File: config.mk
export PLATFORM = sky130hd
export DESIGN_NAME = drmc_refresh_control
export DESIGN_NICKNAME = d
export VERILOG_FILES = /design/src/shared/drmc_pkg.sv /design/src/hdl/drmc_interval_timer.sv /design/src/hdl/drmc_refresh_control.sv
export SDC_FILE = /design/constraint.sdc
export NUM_CORES = 1
export LEC_CHECK = 0
export ABC_CLOCK_PERIOD_IN_PS = 3300
export BUFFER_PORTS_ARGS = -buffer_cell sky130_fd_sc_hd__buf_2
export CAP_MARGIN = 10
export CORE_MARGIN = 8
export CORE_UTILIZATION = 45
export DETAILED_ROUTE_END_ITERATION = 7
export PLACE_DENSITY_LB_ADDON = 0.12
export SLEW_MARGIN = 20
export SYNTH_ARGS = -nofsm -noshare
export SYNTH_HDL_FRONTEND = slang
export SYNTH_SLANG_ARGS = --single-unit
File: constraint.sdc
create_clock -name clk_i -period 3.3 [get_ports clk_i]
set_input_delay 0.165 -clock clk_i [delete_from_list [all_inputs] [get_ports clk_i]]
set_output_delay 0.165 -clock clk_i [all_outputs]
set_load 0.05 [all_outputs]
File: src/shared/drmc_pkg.sv
// Constants, register map and state codes of the DRAM refresh mode control block
package drmc_pkg;

    localparam int unsigned DRMC_ADDR_W = 8;
    localparam int unsigned DRMC_DATA_W = 32;
    localparam int unsigned DRMC_EXT_ADDR_W = 27;

    // Register byte offsets
    localparam logic [DRMC_ADDR_W-1:0] DRMC_OFS_MODE = 8'h00;
    localparam logic [DRMC_ADDR_W-1:0] DRMC_OFS_COUNT = 8'h04;
    localparam logic [DRMC_ADDR_W-1:0] DRMC_OFS_CONST = 8'h08;
    localparam logic [DRMC_ADDR_W-1:0] DRMC_OFS_TCTRL = 8'h0C;
    localparam logic [DRMC_ADDR_W-1:0] DRMC_OFS_STATUS = 8'h10;

    // Mode register fields
    localparam int unsigned DRMC_BIT_EDO = 0;
    localparam int unsigned DRMC_BIT_KIND = 1;
    localparam int unsigned DRMC_BIT_ENABLE = 2;
    localparam int unsigned DRMC_BIT_WIDE_BUS = 3;
    localparam logic DRMC_RST_BIT = 1'h0;

    // Timer control fields
    localparam int unsigned DRMC_SEL_W = 3;
    localparam int unsigned DRMC_SEL_LSB = 0;
    localparam int unsigned DRMC_BIT_MATCH = 7;

    // Status fields
    localparam int unsigned DRMC_STATE_W = 3;
    localparam int unsigned DRMC_BIT_OVERRUN = 4;
    localparam int unsigned DRMC_BIT_SELF = 5;

    // Bank address bits for the 256K x 32 x 2-bank organisation
    localparam int unsigned DRMC_BANK_BIT_32 = 20;
    localparam int unsigned DRMC_BANK_BIT_64 = 21;

    // Prescaler
    localparam int unsigned DRMC_PRESCALE_W = 12;

    // Refresh cycle length on the memory side
    localparam int unsigned DRMC_CLK_PERIOD_NS = 20;
    localparam int unsigned DRMC_REFRESH_NS = 140;
    localparam int unsigned DRMC_REFRESH_CYC =
        (DRMC_REFRESH_NS + DRMC_CLK_PERIOD_NS - 1) / DRMC_CLK_PERIOD_NS;
    localparam int unsigned DRMC_RCNT_W = 4;

    typedef enum logic [DRMC_STATE_W-1:0] {
        DRMC_IDLE = 3'b000,
        DRMC_HOLD = 3'b001,
        DRMC_REFRESH = 3'b010,
        DRMC_SELF_WAIT = 3'b011,
        DRMC_SELF = 3'b100
    } drmc_state_t;

endpackage

File: src/hdl/drmc_interval_timer.sv
// Prescaled interval timer that paces refresh requests
`timescale 1ns/1ps
`default_nettype none
module drmc_interval_timer
    import drmc_pkg::*;
#(
    parameter int unsigned CNT_W = 8
) (
    // Clock and reset
    input wire logic clk_i,
    input wire logic reset_i,
    // Configuration
    input wire logic [DRMC_SEL_W-1:0] clock_sel_i,
    input wire logic [CNT_W-1:0] constant_i,
    // Software access to the count and flag
    input wire logic count_wr_i,
    input wire logic [CNT_W-1:0] count_wdata_i,
    input wire logic flag_clear_i,
    // Results
    output logic [CNT_W-1:0] count_o,
    output logic match_o,
    output logic flag_o
);

    logic [DRMC_PRESCALE_W-1:0] prescale;
    logic [DRMC_PRESCALE_W-1:0] tick_mask;
    logic tick;
    logic at_constant;

    // Select 0 stops the timer; select n ticks every 4^(n-1)... 2^(2n-2) clocks
    assign tick_mask = (DRMC_PRESCALE_W'(1) << (2 * (clock_sel_i - 1'b1))) - 1'b1;
    assign tick = (clock_sel_i != '0) && ((prescale & tick_mask) == tick_mask);
    assign at_constant = (count_o == constant_i);

    always_ff @(posedge clk_i) begin
        if (reset_i) begin
            prescale <= '0;
        end else begin
            prescale <= prescale + 1'b1;
        end
    end

    // The timer runs whatever the refresh setting, so it doubles as a plain timer
    always_ff @(posedge clk_i) begin
        if (reset_i) begin
            count_o <= '0;
            match_o <= 1'b0;
        end else if (count_wr_i) begin
            count_o <= count_wdata_i;
            match_o <= 1'b0;
        end else if (tick) begin
            count_o <= at_constant ? '0 : count_o + 1'b1;
            match_o <= at_constant;
        end else begin
            match_o <= 1'b0;
        end
    end

    // A match in the clearing cycle keeps the flag set
    always_ff @(posedge clk_i) begin
        if (reset_i) begin
            flag_o <= 1'b0;
        end else if (tick && at_constant) begin
            flag_o <= 1'b1;
        end else if (flag_clear_i) begin
            flag_o <= 1'b0;
        end
    end

endmodule
`default_nettype wire

File: src/hdl/drmc_refresh_control.sv
// Refresh mode control: registers, refresh sequencing, self-refresh and EDO sampling
//
// The address map and the strobed register port were chosen for this implementation.
`timescale 1ns/1ps
`default_nettype none
module drmc_refresh_control
    import drmc_pkg::*;
#(
    parameter int unsigned CNT_W = 8,
    parameter int unsigned REFRESH_CYC = DRMC_REFRESH_CYC
) (
    // Clock and reset
    input wire logic clk_i,
    input wire logic reset_i,
    // Register port
    input wire logic [DRMC_ADDR_W-1:0] addr_i,
    input wire logic [DRMC_DATA_W-1:0] wdata_i,
    input wire logic wr_i,
    input wire logic rd_i,
    output logic [DRMC_DATA_W-1:0] rdata_o,
    // Memory bus status
    input wire logic bus_cycle_active_i,
    input wire logic mem_is_dram_i,
    input wire logic [DRMC_EXT_ADDR_W-1:0] ext_addr_i,
    // Memory control
    output logic refresh_start_o,
    output logic refresh_active_o,
    output logic self_refresh_o,
    output logic edo_late_sample_o,
    output logic bank_sel_o,
    output logic timer_flag_o
);

    // Mode register
    logic refresh_enable_bit;
    logic refresh_kind_select;
    logic extended_data_out_sampling;
    logic wide_bus;

    // Timer registers
    logic [CNT_W-1:0] refresh_timer_constant;
    logic [DRMC_SEL_W-1:0] refresh_timer_clock_sel;
    logic [CNT_W-1:0] refresh_timer_count;
    logic timer_match;
    logic timer_flag;

    // Sequencer
    drmc_state_t state;
    drmc_state_t next_state;
    logic [DRMC_RCNT_W-1:0] refresh_cnt;
    logic overrun;

    // Address decode
    logic sel_mode;
    logic sel_count;
    logic sel_const;
    logic sel_tctrl;
    logic sel_status;
    logic wr_mode;
    logic wr_count;
    logic wr_const;
    logic wr_tctrl;
    logic wr_status;
    logic flag_clear;
    logic [DRMC_DATA_W-1:0] read_mux;
    logic [DRMC_DATA_W-1:0] mode_word;
    logic [DRMC_DATA_W-1:0] tctrl_word;
    logic [DRMC_DATA_W-1:0] status_word;

    // Refresh decisions
    logic timed_mode;
    logic self_mode;
    logic refresh_request;
    logic refresh_done;
    logic request_lost;
    logic next_bank_sel;
    logic next_edo_late;
    logic refresh_busy;
    logic in_self;

    // Full decode so that aliases cannot reach the mode bits
    assign sel_mode = (addr_i == DRMC_OFS_MODE);
    assign sel_count = (addr_i == DRMC_OFS_COUNT);
    assign sel_const = (addr_i == DRMC_OFS_CONST);
    assign sel_tctrl = (addr_i == DRMC_OFS_TCTRL);
    assign sel_status = (addr_i == DRMC_OFS_STATUS);
    assign wr_mode = wr_i && sel_mode;
    assign wr_count = wr_i && sel_count;
    assign wr_const = wr_i && sel_const;
    assign wr_tctrl = wr_i && sel_tctrl;
    assign wr_status = wr_i && sel_status;

    // Writing 0 to the match flag clears it; writing 1 leaves it alone
    assign flag_clear = wr_tctrl && !wdata_i[DRMC_BIT_MATCH];

    // With refresh off the kind bit has no effect at all
    assign timed_mode = refresh_enable_bit && !refresh_kind_select;
    assign self_mode = refresh_enable_bit && refresh_kind_select;

    // Timer matches become refresh requests only in timed mode
    assign refresh_request = timer_match && timed_mode;
    assign refresh_done = (refresh_cnt == DRMC_RCNT_W'(REFRESH_CYC - 1));

    // A request is lost only if one is already waiting or running
    assign refresh_busy = (state == DRMC_HOLD) || (state == DRMC_REFRESH);
    assign request_lost = refresh_request && refresh_busy;

    // Requests form in self-refresh only in the cycle after a switch to timed mode and are dropped, so nothing can queue there
    assign in_self = (state == DRMC_SELF);

    // Mode bits change only on a write of the mode word
    always_ff @(posedge clk_i) begin
        if (reset_i) begin
            refresh_enable_bit <= DRMC_RST_BIT;
            refresh_kind_select <= DRMC_RST_BIT;
            extended_data_out_sampling <= DRMC_RST_BIT;
            wide_bus <= DRMC_RST_BIT;
        end else if (wr_mode) begin
            refresh_enable_bit <= wdata_i[DRMC_BIT_ENABLE];
            refresh_kind_select <= wdata_i[DRMC_BIT_KIND];
            extended_data_out_sampling <= wdata_i[DRMC_BIT_EDO];
            wide_bus <= wdata_i[DRMC_BIT_WIDE_BUS];
        end
    end

    // A new constant is compared from the next timer tick on
    always_ff @(posedge clk_i) begin
        if (reset_i) begin
            refresh_timer_constant <= '0;
            refresh_timer_clock_sel <= '0;
        end else begin
            if (wr_const) begin
                refresh_timer_constant <= wdata_i[CNT_W-1:0];
            end
            if (wr_tctrl) begin
                refresh_timer_clock_sel <= wdata_i[DRMC_SEL_LSB +: DRMC_SEL_W];
            end
        end
    end

    // Runs whatever the enable bit says, so software keeps a plain timer
    drmc_interval_timer #(
        .CNT_W(CNT_W)
    ) u_timer (
        .clk_i(clk_i),
        .reset_i(reset_i),
        .clock_sel_i(refresh_timer_clock_sel),
        .constant_i(refresh_timer_constant),
        .count_wr_i(wr_count),
        .count_wdata_i(wdata_i[CNT_W-1:0]),
        .flag_clear_i(flag_clear),
        .count_o(refresh_timer_count),
        .match_o(timer_match),
        .flag_o(timer_flag)
    );

    // Sequencer next state
    always_comb begin
        next_state = state;
        unique case (state)
            DRMC_IDLE: begin
                // Self mode outranks a timed request
                if (self_mode) begin
                    next_state = bus_cycle_active_i ? DRMC_SELF_WAIT : DRMC_SELF;
                end else if (refresh_request) begin
                    next_state = bus_cycle_active_i ? DRMC_HOLD : DRMC_REFRESH;
                end
            end
            DRMC_HOLD: begin
                // A held request dies if refresh is switched off before the bus frees
                if (!timed_mode) begin
                    next_state = DRMC_IDLE;
                end else if (!bus_cycle_active_i) begin
                    next_state = DRMC_REFRESH;
                end
            end
            DRMC_REFRESH: begin
                if (refresh_done) begin
                    next_state = DRMC_IDLE;
                end
            end
            DRMC_SELF_WAIT: begin
                // Leaving the mode while waiting abandons the entry
                if (!self_mode) begin
                    next_state = DRMC_IDLE;
                end else if (!bus_cycle_active_i) begin
                    next_state = DRMC_SELF;
                end
            end
            DRMC_SELF: begin
                // Requests are simply not looked at here
                if (!self_mode) begin
                    next_state = DRMC_IDLE;
                end
            end
            default: begin
                next_state = DRMC_IDLE;
            end
        endcase
    end

    // Illegal codes fall back to idle through the default branch
    always_ff @(posedge clk_i) begin
        if (reset_i) begin
            state <= DRMC_IDLE;
        end else begin
            state <= next_state;
        end
    end

    // Length of one refresh; parked at zero outside it
    always_ff @(posedge clk_i) begin
        if (reset_i || state != DRMC_REFRESH) begin
            refresh_cnt <= '0;
        end else begin
            refresh_cnt <= refresh_cnt + 1'b1;
        end
    end

    // Sticky overrun flag, set wins over a software clear
    always_ff @(posedge clk_i) begin
        if (reset_i) begin
            overrun <= 1'b0;
        end else if (request_lost) begin
            overrun <= 1'b1;
        end else if (wr_status && wdata_i[DRMC_BIT_OVERRUN]) begin
            overrun <= 1'b0;
        end
    end

    // A refresh in progress is not dropped if software turns refresh off;
    // the sequencer leaves DRMC_REFRESH only once refresh_done marks its full length.
    always_ff @(posedge clk_i) begin
        if (reset_i) begin
            refresh_start_o <= 1'b0;
            refresh_active_o <= 1'b0;
            self_refresh_o <= 1'b0;
        end else begin
            refresh_start_o <= (next_state == DRMC_REFRESH) && (state != DRMC_REFRESH);
            refresh_active_o <= (next_state == DRMC_REFRESH);
            self_refresh_o <= (next_state == DRMC_SELF);
        end
    end

    // Late sampling applies to DRAM accesses only
    assign next_edo_late = extended_data_out_sampling && mem_is_dram_i;

    // Bank bit of the 256K x 32 x 2-bank device depends on bus width
    assign next_bank_sel = wide_bus ? ext_addr_i[DRMC_BANK_BIT_64]
                                    : ext_addr_i[DRMC_BANK_BIT_32];

    // Registered so that every output leaves straight from a flip-flop
    always_ff @(posedge clk_i) begin
        if (reset_i) begin
            edo_late_sample_o <= 1'b0;
            bank_sel_o <= 1'b0;
            timer_flag_o <= 1'b0;
        end else begin
            edo_late_sample_o <= next_edo_late;
            bank_sel_o <= next_bank_sel;
            timer_flag_o <= timer_flag;
        end
    end

    // Read path
    always_comb begin
        mode_word = '0;
        mode_word[DRMC_BIT_EDO] = extended_data_out_sampling;
        mode_word[DRMC_BIT_KIND] = refresh_kind_select;
        mode_word[DRMC_BIT_ENABLE] = refresh_enable_bit;
        mode_word[DRMC_BIT_WIDE_BUS] = wide_bus;
    end

    // The live flag; the output copy lags it by one cycle
    always_comb begin
        tctrl_word = '0;
        tctrl_word[DRMC_SEL_LSB +: DRMC_SEL_W] = refresh_timer_clock_sel;
        tctrl_word[DRMC_BIT_MATCH] = timer_flag;
    end

    always_comb begin
        status_word = '0;
        status_word[DRMC_STATE_W-1:0] = state;
        status_word[DRMC_BIT_OVERRUN] = overrun;
        status_word[DRMC_BIT_SELF] = in_self;
    end

    // Unmapped addresses read as zero
    assign read_mux =
        sel_mode ? mode_word :
        sel_count ? DRMC_DATA_W'(refresh_timer_count) :
        sel_const ? DRMC_DATA_W'(refresh_timer_constant) :
        sel_tctrl ? tctrl_word :
        sel_status ? status_word : '0;

    // Data stand for exactly the cycle after the strobe
    always_ff @(posedge clk_i) begin
        if (reset_i || !rd_i) begin
            rdata_o <= '0;
        end else begin
            rdata_o <= read_mux;
        end
    end

endmodule
`default_nettype wire

# [Yosys cells after proc, flatten, opt, wreduce, memory -nomap -nowiden]
# Cells that the tools add are included.
[totals] inputBits=73 output_inout_bits=38 register_bits=83
[op_classes] shifts=1 n_addsub=5 n_reduce_logical=30 bitwise=2 n_eq_ne=14 n_mux=24
[op_table] operator="2-to-1 mux 8 bit" count=6
[op_table] operator="<< shifter 1 x 32 -> 12 bit (first input constant)" count=1
[op_table] operator="2-to-1 mux 3 bit" count=9
[op_table] operator="== test 8 x 4 -> 1 bit (second input constant)" count=2
[op_table] operator="logical AND 1 bit" count=15
[op_table] operator="case mux 3 bit (5 select lines)" count=1
[op_table] operator="adder 12 x 1 -> 12 bit (second input constant)" count=1
[op_table] operator="bitwise AND 12 bit" count=1
[op_table] operator="== test 12 bit" count=1
[op_table] operator="subtractor 12 x 1 -> 12 bit (second input constant)" count=1
[op_table] operator="== test 3 x 2 -> 1 bit (second input constant)" count=3
[op_table] operator="adder 8 x 1 -> 8 bit (second input constant)" count=1
[op_table] operator="== test 8 x 3 -> 1 bit (second input constant)" count=1
[op_table] operator="== test 8 x 5 -> 1 bit (second input constant)" count=1
[op_table] operator="== test 8 bit" count=1
[op_table] operator="logical NOT 8 bit" count=1
[op_table] operator="== test 3 bit (second input constant)" count=2
[op_table] operator="2-to-1 mux 6 bit" count=1
[op_table] operator="nonzero test 2 bit" count=3
[op_table] operator="2-to-1 mux 1 bit" count=5
[op_table] operator="OR reduction 5 bit" count=1
[op_table] operator="adder 4 x 1 -> 4 bit (second input constant)" count=1
[op_table] operator="== test 4 x 3 -> 1 bit (second input constant)" count=1
[op_table] operator="2-to-1 mux 4 bit" count=1
[op_table] operator="11 further kinds" count=15

# [Longest topological paths before layout]
# Gate-level depths: netlist of run 1.
[depth] depth_word=8 depth_mapped=15

# [Modules after synthesis]
# A second synthesis of run 1 with hierarchy kept.
[unflattened] hier_cells=394 area_unflattened_um2=3472.1
[by_module_without_submodules] module="drmc_refresh_control" seq_area_each_um2=740.7 area_each_um2=1880.6 cells_per_inst=211 n_inst=1
[by_module_without_submodules] module="drmc_interval_timer" seq_area_each_um2=440.4 area_each_um2=1591.5 cells_per_inst=183 n_inst=1

# [Worst setup path after synthesis of run 1]
# OpenSTA, ideal clock, no wires.
[synth_path] path_type="register -> register" startpoint="reg refresh_timer_clock_sel[0]" endpoint="reg u_timer.count_o[0]" setup_slack_ns=0.053 n_path_buf=0 synth_period_minus_slack_ns=3.247 required_ns=3.212 arrival_ns=3.158 path_stages_with_launch=14 path_cell_list="dfxtp_1 inv_1 ha_1 or2_0 o21ai_2 nand2_1 ha_1 o21a_1 o31a_1 a2111oi_0 o211ai_1 or2_1 or3_1 a311oi_2"
[synth_between] elab_chain_len=7 word_cells_on_any_way=8 classes_between="add/sub (2); eq/ne (1); shift (1); bitwise (1); reduce/logical (3)"
[synth_lines] item="start: declaration" line_no="drmc_refresh_control.sv:42" rtl="logic [DRMC_SEL_W-1:0] refresh_timer_clock_sel;"
[synth_lines] item="start signal: assignment" line_no="drmc_refresh_control.sv:136" rtl="refresh_timer_clock_sel <= wdata_i[DRMC_SEL_LSB +: DRMC_SEL_W];"
[synth_lines] item="subtractor 3 x 1 -> 4 bit" line_no="drmc_interval_timer.sv:31" rtl="assign tick_mask = (DRMC_PRESCALE_W'(1) << (2 * (clock_sel_i - 1'b1))) - 1'b1;"
[synth_lines] item="<< shifter 1 x 32 -> 12 bit" line_no="drmc_interval_timer.sv:31"
[synth_lines] item="subtractor 12 x 1 -> 12 bit" line_no="drmc_interval_timer.sv:31"
[synth_lines] item="bitwise AND 12 bit" line_no="drmc_interval_timer.sv:32" rtl="assign tick = (clock_sel_i != '0) && ((prescale & tick_mask) == tick_mask);"
[synth_lines] item="== test 12 bit" line_no="drmc_interval_timer.sv:32"
[synth_lines] item="logical AND 1 bit (*)" line_no="drmc_interval_timer.sv:32"
[synth_lines] item="nonzero test 2 bit (no line) (*)"
[synth_lines] item="end signal: assignment" line_no="drmc_interval_timer.sv:49" rtl="count_o <= count_wdata_i;"
[synth_lines] item="end signal: assignment" line_no="drmc_interval_timer.sv:52" rtl="count_o <= at_constant ? '0 : count_o + 1'b1;"
[synth_lines] item="end: declaration" line_no="drmc_interval_timer.sv:20" rtl="output logic [CNT_W-1:0] count_o,"
# Every way passes the cells marked *; elsewhere a longest branch is shown, timed or not.
# A chain may end at the register's enable or synchronous reset.

# [Final worst setup path of run 1]
# Same ends and word-level chain as after synthesis.

==> results of run 1 <==
[cell type report]
cell class,count,area (um2)
Clock buffer,11,141.4
Clock inverter,5,100.1
Fill cell,720,3333
Inverter,11,41.29
Multi-Input combinational cell,301,1848
Sequential cell,59,1182
Tap cell,99,123.9
Timing Repair Buffer,56,327.8
[worst paths after layout]
kind	endpoint	slack, ns	from	depth (start not counted)
worst max-delay path	u_timer.count_o[0]	0.28	refresh_timer_clock_sel[0]	14
worst min register to register	u_timer.prescale[0]	0.45	u_timer.prescale[0]	1
worst min-delay path	u_timer.count_o[6]	0.06	wdata_i[6]	3
worst max register to register	u_timer.count_o[0]	0.28	refresh_timer_clock_sel[0]	14
[metrics by stage]
stage / std cells / total power, mW / worst slack (ns)
final: 542 / 1.644 / 0.2821
after global routing: 542 / 1.706 / 0.03522
after CTS: 542 / 1.661 / 0.04700
after detailed placement: 526 / 0.8562 / 0.03131
after global placement: 526 / 0.8561 / 0.08251
after floorplan: 411 / 0.8499 / 0.05343
[power groups by stage]
| stage | logic [mW] | registers (mW) | clock network, mW |
|---|---|---|---|
| 2_1_floorplan | 0.113 | 0.737 | 0 |
| 3_3_place_gp | 0.121 | 0.735 | 0 |
| 3_5_place_dp | 0.121 | 0.735 | 0 |
| 4_1_cts | 0.121 | 0.719 | 0.821 |
| 5_1_grt | 0.131 | 0.719 | 0.856 |
| 6_report | 0.122 | 0.719 | 0.803 |
[layer usage]
| layer | part of all wire [%] | up-vias |
|---|---|---|
| met5 | 0 | - |
| met4 | 1.1 | 0 |
| met3 | 5.2 | 8 |
| met2 | 46 | 68 |
| met1 | 47 | 1308 |
| li1 | - | 1422 |
[cells by family (layout without fill, tap and decap cells)]
logic type	count (synthesis)	count (layout)	share of synthesized area (%)
other	1	24	0.1167
buffers and inverters	51	83	8.797
muxes	8	8	2.647
AOI/OAI and AO/OA	75	75	16.31
xor gates and xnor gates	25	25	6.812
DFF	59	59	36.75
and+or+nand+nor	159	159	24.68
adders and majority gates	10	10	3.893
[tightest hold or removal path, stage by stage]
cell	delay, ns
buf_2	0.09
nand2_1	0.05
o311ai_1	0.06
[sequential cells by signal (all words and copies together), names as in the netlist, 3 cells and up]
register                 count
rdata_o                      8
u_timer.prescale            12
refresh_timer_clock_sel      3
refresh_cnt                  4
state                        3
refresh_timer_constant       8
u_timer.count_o              8
[Yosys cell counts (10+ instances only)]
master	number
nand3_1	28
o21ai_0	11
clkbuf_1	15
xor2_1	16
nor2_1	36
inv_1	11
buf_4	24
dfxtp_1	59
a21oi_1	25
ha_1	10
nand2_1	36
[timing repair]
item,in CTS,in global routing
pin swaps,0,2
resized for setup,1,6
setup endpoints to repair,1,9
==> summary.md, run 1 <==
| Metric | Value |
|---|---|
| H-tree levels | 3 |
| CTS root buf | clkbuf_8 |
| Combinational share of power | 7.4% |
| HPWL Detailed | 5780 um |
| Library cells used by synthesis | 57 |
| Die height | 100.5 um |
| Core Footprint | 0.007098 mm2 |
| Largest net degree at the start of global routing | 48 |
| RSZ-0062 raised after global routing | false |
| Clk pwr share | 48.8% |
| Setup CP Type | reg -> reg |
| Crit-path max FO | 5 |
| Synthesized area per cell | 8.284 um2 |
| YS warnings | 0 |
| CP Cell Sequence | inv_1, ha_1, or2_0, o21ai_2, nand2_1, ha_2, o21a_1, o31a_1, a2111oi_2, buf_4, o211ai_1, or2_4, or3_1, a311oi_2 |
| Hold Crit Class | in -> reg |
| Crit path max-delay family | compound AO/OA/AOI/OAI gates |
| CP startpoint kind | flip-flop |
| Worst slew pin tran | 0.8566 ns |
| Hold_ws | 0.06471 ns |
| Leak pwr | 1.518 nW |
| TritonRoute pass-1 iters | 5 |
| Die Width | 100.5 um |
| Share of cells above drive strength 1 | 19.41% |
| Clk Latency, worst-skew pair | 0.33 ns |
| Number of global-route vias before repair | 2677 |
| Crit-path max cell delay | 0.33 ns |
| Post-synthesis cell type with the largest combined area | dfxtp_1 |
| Die area | 0.01010 mm2 |
| Met2 usage | 25.18% |
| Crit end category | flip-flop |
| Most common library cell in the layout ignoring fill and taps | dfxtp_1 |
| Total wire length | 7764 um |
| Area Overhead vs Synth | 17.13% |
| Clock-pin slew on the worst setup and hold paths | 0.07 ns |
| Seq pwr share | 43.7% |
| DP Area | 0.003511 mm2 |
| Final Core Density | 53.04% |
| Layout Nets | 521 |
| Final Hold Vio Count | 0 |
| Top FF cell, synth | dfxtp_1 |
| CP Buf/Inv Count | 2 |
| Clock Skew | 0.006719 ns |
| Final setup vio count | 0 |
| FMAX | 331.4 MHz |
| Post-route ant nets | 0 |
| Antenna fix cells | 0 |
| Number of vias per cell | 5.177 |
| Met1 GRT Util | 20.79% |
| Drc violations | 0 |
| Slowest CP cell | dfxtp_2 |
| Maximum clock insertion buffer count | 2 |
| Sink Count | 59 |
| Register area share after synthesis | 36.75% |
| Cells after synthesis | 388 |
| Io pins | 111 |
| Hold Buf Count CTS | 0 |
| GRT Overall Usage | 15.92% |
| Avg WL per Cell | 14.32 um |
| First-pass GRT wire length | 12840 um |
| CTS tree | done |
| Slew HR | 42.89% |
| Post-layout minimum cycle time | 3.018 ns |
| TritonCTS buffer count | 9 |
| Post-synthesis async set-or-reset flop share | 0% |
| Fin crit share | 91.45% |
| Routability cong. | 0.7918 |
| Area share of the largest cell type after synthesis | 36.75% |
| TNS Setup | 0 ns |
| GR Overflow Total | 0 |
| Max Slew Vio Count | 0 |
| Worst EP required | 3.54 ns |
| Initial antenna violation count | 0 |
| Area contributors post-synth | dfxtp_1 (37%), buf_4 (5.6%), nand3_1 (4.4%), xor2_1 (4.4%), nand2_1 (4.2%) |
| Total number of vias | 2806 |
| MaxCap Viol Count | 0 |
| Starting Density | 45.28% |
| Met3 Usage GRT | 3.177% |
| Max VDD drop | 258.9 uV |
| Internal | 1.258 mW |
| Post-synthesis register bit count | 59 |
| Status | finished, final reports clean |
| Setup Fix Bufs, Post-CTS | 0 |
| Crit path DAT | 3.26 ns |
| Cell area after synthesis | 0.003214 mm2 |
| PwrDens | 436.8 mW/mm2 |
| Rows | 31 |
| Commonest cells after routing, fill and taps aside | dfxtp_1 (58), buf_2 (37), nor2_1 (36), nand2_1 (36), nand3_1 (28) |
| Switching share of total power | 23.51% |
| EDFF count, synth | 0 |
| Port bufs | 37 |
| Iteration-0 DRC Markers | 134 |
| Net Sw Power | 0.3867 mW |
| Fin area | 0.003765 mm2 |
| Busiest grt layer | met2 |
Power figures use the tool's default switching activity.
==> run 2, diff against run 1 <==
--- a/config.mk
+++ b/config.mk
@@ -8,7 +8,7 @@
 export ABC_CLOCK_PERIOD_IN_PS = 3300
 export BUFFER_PORTS_ARGS = -buffer_cell sky130_fd_sc_hd__buf_2
 export CAP_MARGIN = 10
-export CORE_MARGIN = 8
+export CORE_MARGIN = 1
 export CORE_UTILIZATION = 45
 export DETAILED_ROUTE_END_ITERATION = 7
 export PLACE_DENSITY_LB_ADDON = 0.12
==> run 2 against run 1 <==
Global-route usage up 5.6 points. Sequential power about the same. Sequential share of layout area up 0.63 points. Die area down 26%. Hold slack better by 0.0012 ns. Maximum frequency down 2.1%. Combinational power about the same. Via count up 1.1%. Cell count down 2.0%. Total power down 13%. Highest routed layer unchanged.
==> summary.md, run 2 (synthesized netlist as in run 1, its figures left out) <==
| Metric | Value |
|---|---|
| First-pass GRT wire length | 12430 um (-3.2%) |
| Largest net degree at the start of global routing | 48 (unchanged) |
| Sink Count | 59 (unchanged) |
| Hold Path End | edo_late_sample_o |
| WHS Path Cells | 2 (-1) |
| Setup CP Type | reg -> reg |
| Finished Layout Cells | 531 (-2.0%) |
| Iteration-0 DRC Markers | 144 (+7.5%) |
| Max Slew Vio Count | 0 (unchanged) |
| CTS root buf | clkbuf_8 |
| HPWL Detailed | 5403 um (-6.5%) |
| CP Cell Sequence | inv_1, ha_2, or2_0, o21ai_2, nand2_2, ha_4, o21a_1, o31a_1, a2111oi_4, o211ai_1, or2_1, or3_1, a311oi_2 |
| FMAX | 324.4 MHz (-2.1%) |
| Avg WL per Cell | 14.14 um (-1.3%) |
| Crit-path max FO | 6 (+1) |
| GR Overflow Total | 0 (unchanged) |
| Fin crit share | 93.40% (+1.9 points) |
| Worst reg2reg path endpoint | u_timer.count_o[0] |
| GRT Overall Usage | 21.51% (+5.6 points) |
| Hold Path Origin | mem_is_dram_i |
| Starting Density | 47.05% (+1.8 points) |
| Final Core Density | 53.97% (+0.93 points) |
| Number of global-route vias before repair | 2560 (-4.4%) |
| CP Buf/Inv Count | 1 (-1) |
| Crit end category | flip-flop |
| Slowest CP cell | or3_1 |
| Core Footprint | 0.006832 mm2 (-3.8%) |
| Reg2reg setup slack | 0.22 ns (-0.06 ns) |
| Area Overhead vs Synth | 14.71% |
| RSZ-0062 raised after global routing | true |
| Most common library cell in the layout ignoring fill and taps | dfxtp_1 |
| Initial antenna violation count | 0 (unchanged) |
| Post-route ant nets | 0 (unchanged) |
| CTS tree | done |
| Die Width | 86.52 um (-14%) |
| Commonest cells after routing, fill and taps aside | dfxtp_1 (59), buf_2 (37), nor2_1 (36), nand2_1 (34), nand3_1 (28) |
| Total wire length | 7506 um (-3.3%) |
| H-tree levels | 3 (unchanged) |
| Share of cells above drive strength 1 | 18.62% (-0.79 points) |
| Layout Nets | 514 (-1.3%) |
| Crit path max-delay family | compound AO/OA/AOI/OAI gates |
| Io pins | 111 (unchanged) |
| Routability cong. | 0.8037 (+1.5%) |
| Rows | 30 (-3.2%) |
| Die area | 0.007485 mm2 (-26%) |
| Max VDD drop | 208.6 uV (-19%) |
| Hold Crit Class | in -> reg |
| Largest register by flop count | u_timer.prescale |
| Post-layout minimum cycle time | 3.082 ns (+0.06427 ns) |
| TritonRoute pass-1 iters | 5 (unchanged) |
| Fin area | 0.003687 mm2 (-2.1%) |
| DP Area | 0.003447 mm2 (-1.8%) |
| PwrDens | 389.4 mW/mm2 (-11%) |
| Final setup vio count | 0 (unchanged) |
| Crit-path max cell delay | 0.33 ns (about the same) |
| Worst slew pin tran | 0.8651 ns (+0.008541 ns) |
| Clock-pin slew on the worst setup and hold paths | 0.06 ns (about the same) |
| Leak pwr | 1.465 nW (-3.5%) |
| MaxCap Viol Count | 0 (unchanged) |
| Maximum clock insertion buffer count | 2 (unchanged) |
| Hold Buf Count CTS | 0 (unchanged) |
| R2R depth | 13 (-1) |
| Drc violations | 0 (unchanged) |
| Worst EP required | 3.54 ns (about the same) |
| Status | finished, final reports clean |
| Clock Skew | 0.007952 ns (+0.001233 ns) |
| TritonCTS buffer count | 9 (unchanged) |
| Placed cells | 515 (-2.1%) |
| Crit path DAT | 3.33 ns (+0.07 ns) |
| Max reg flops | 12 (unchanged) |
| Port bufs | 37 (unchanged) |
| Die height | 86.52 um (-14%) |
| Final Hold Vio Count | 0 (unchanged) |
| CP startpoint kind | flip-flop |
| Number of vias per cell | 5.341 (+3.2%) |
| Total number of vias | 2836 (+1.1%) |
| Antenna fix cells | 0 (unchanged) |
| Clk Latency, worst-skew pair | 0.33 ns (about the same) |
| Reg2reg start | refresh_timer_clock_sel[0] |
| Slew HR | 42.32% (-0.57 points) |
| Tot Pwr | 1.436 mW (-13%) |
-- run 2: changes by cell type in the layout (fill, tap and decap cells not counted), sizes merged --
cell    before  now
bufinv       3    0
clkbuf      11   13
buf         56   49
-- run 2: stage by stage --
step / TNS, ns / setup WS (ns) / hold slack, ns
after global routing: -0.1395 / -0.06173 / 0.07622
after floorplan: 0 / 0.05343 / 0.2810
after CTS: 0 / 0.07219 / 0.05631
final: 0 / 0.2178 / 0.06595
after detailed placement: 0 / 0.02770 / 0.4034
after global placement: 0 / 0.01197 / 0.3958
-- run 2: layout make-up --
type                       instances  area [um2]
fill                             697        3144
multi-input combinational        301        1891
sequential                        59        1181
timing repair buffer              49       275.3
clock buffer                      13       168.9
tap                               96       120.1
inverter                          11       41.29
clock inverter                     2       10.01
-- run 2: repair_timing --
action,in CTS,in global routing
setup endpoints to repair,1,10
pin swaps,0,5
cloned,0,0
resized for setup,1,11
buffers inserted,0,1
-- run 2: worst max path at each step --
| stage | from | to | slack, ns | cells after the start |
|---|---|---|---|---|
| CTS | refresh_timer_clock_sel[0] | u_timer.count_o[0] | 0.07 | 13 |
| global route | refresh_timer_clock_sel[0] | u_timer.count_o[5] | -0.06 | 14 |
| detailed placement | refresh_timer_clock_sel[0] | u_timer.count_o[0] | 0.03 | 13 |
| global placement | refresh_timer_clock_sel[0] | u_timer.count_o[5] | 0.01 | 13 |
| floorplan | refresh_timer_clock_sel[0] | u_timer.count_o[0] | 0.05 | 13 |
| finish | refresh_timer_clock_sel[0] | u_timer.count_o[0] | 0.22 | 13 |
-- run 2: report_power, final --
| group | switching (mW) | internal (mW) |
|---|---|---|
| registers | 0.00313 | 0.716 |
| clock network | 0.266 | 0.327 |
| logic | 0.102 | 0.0216 |
-- run 2: per-layer routing --
metal  vias up  share of wire, %  global-route usage (%)
met4         0               2.2                   9.697
met5         -                 0                       0
li1       1408                 -                       -
met3        16               4.9                   4.952
met2       100                45                   32.83
met1      1312                48                   28.97
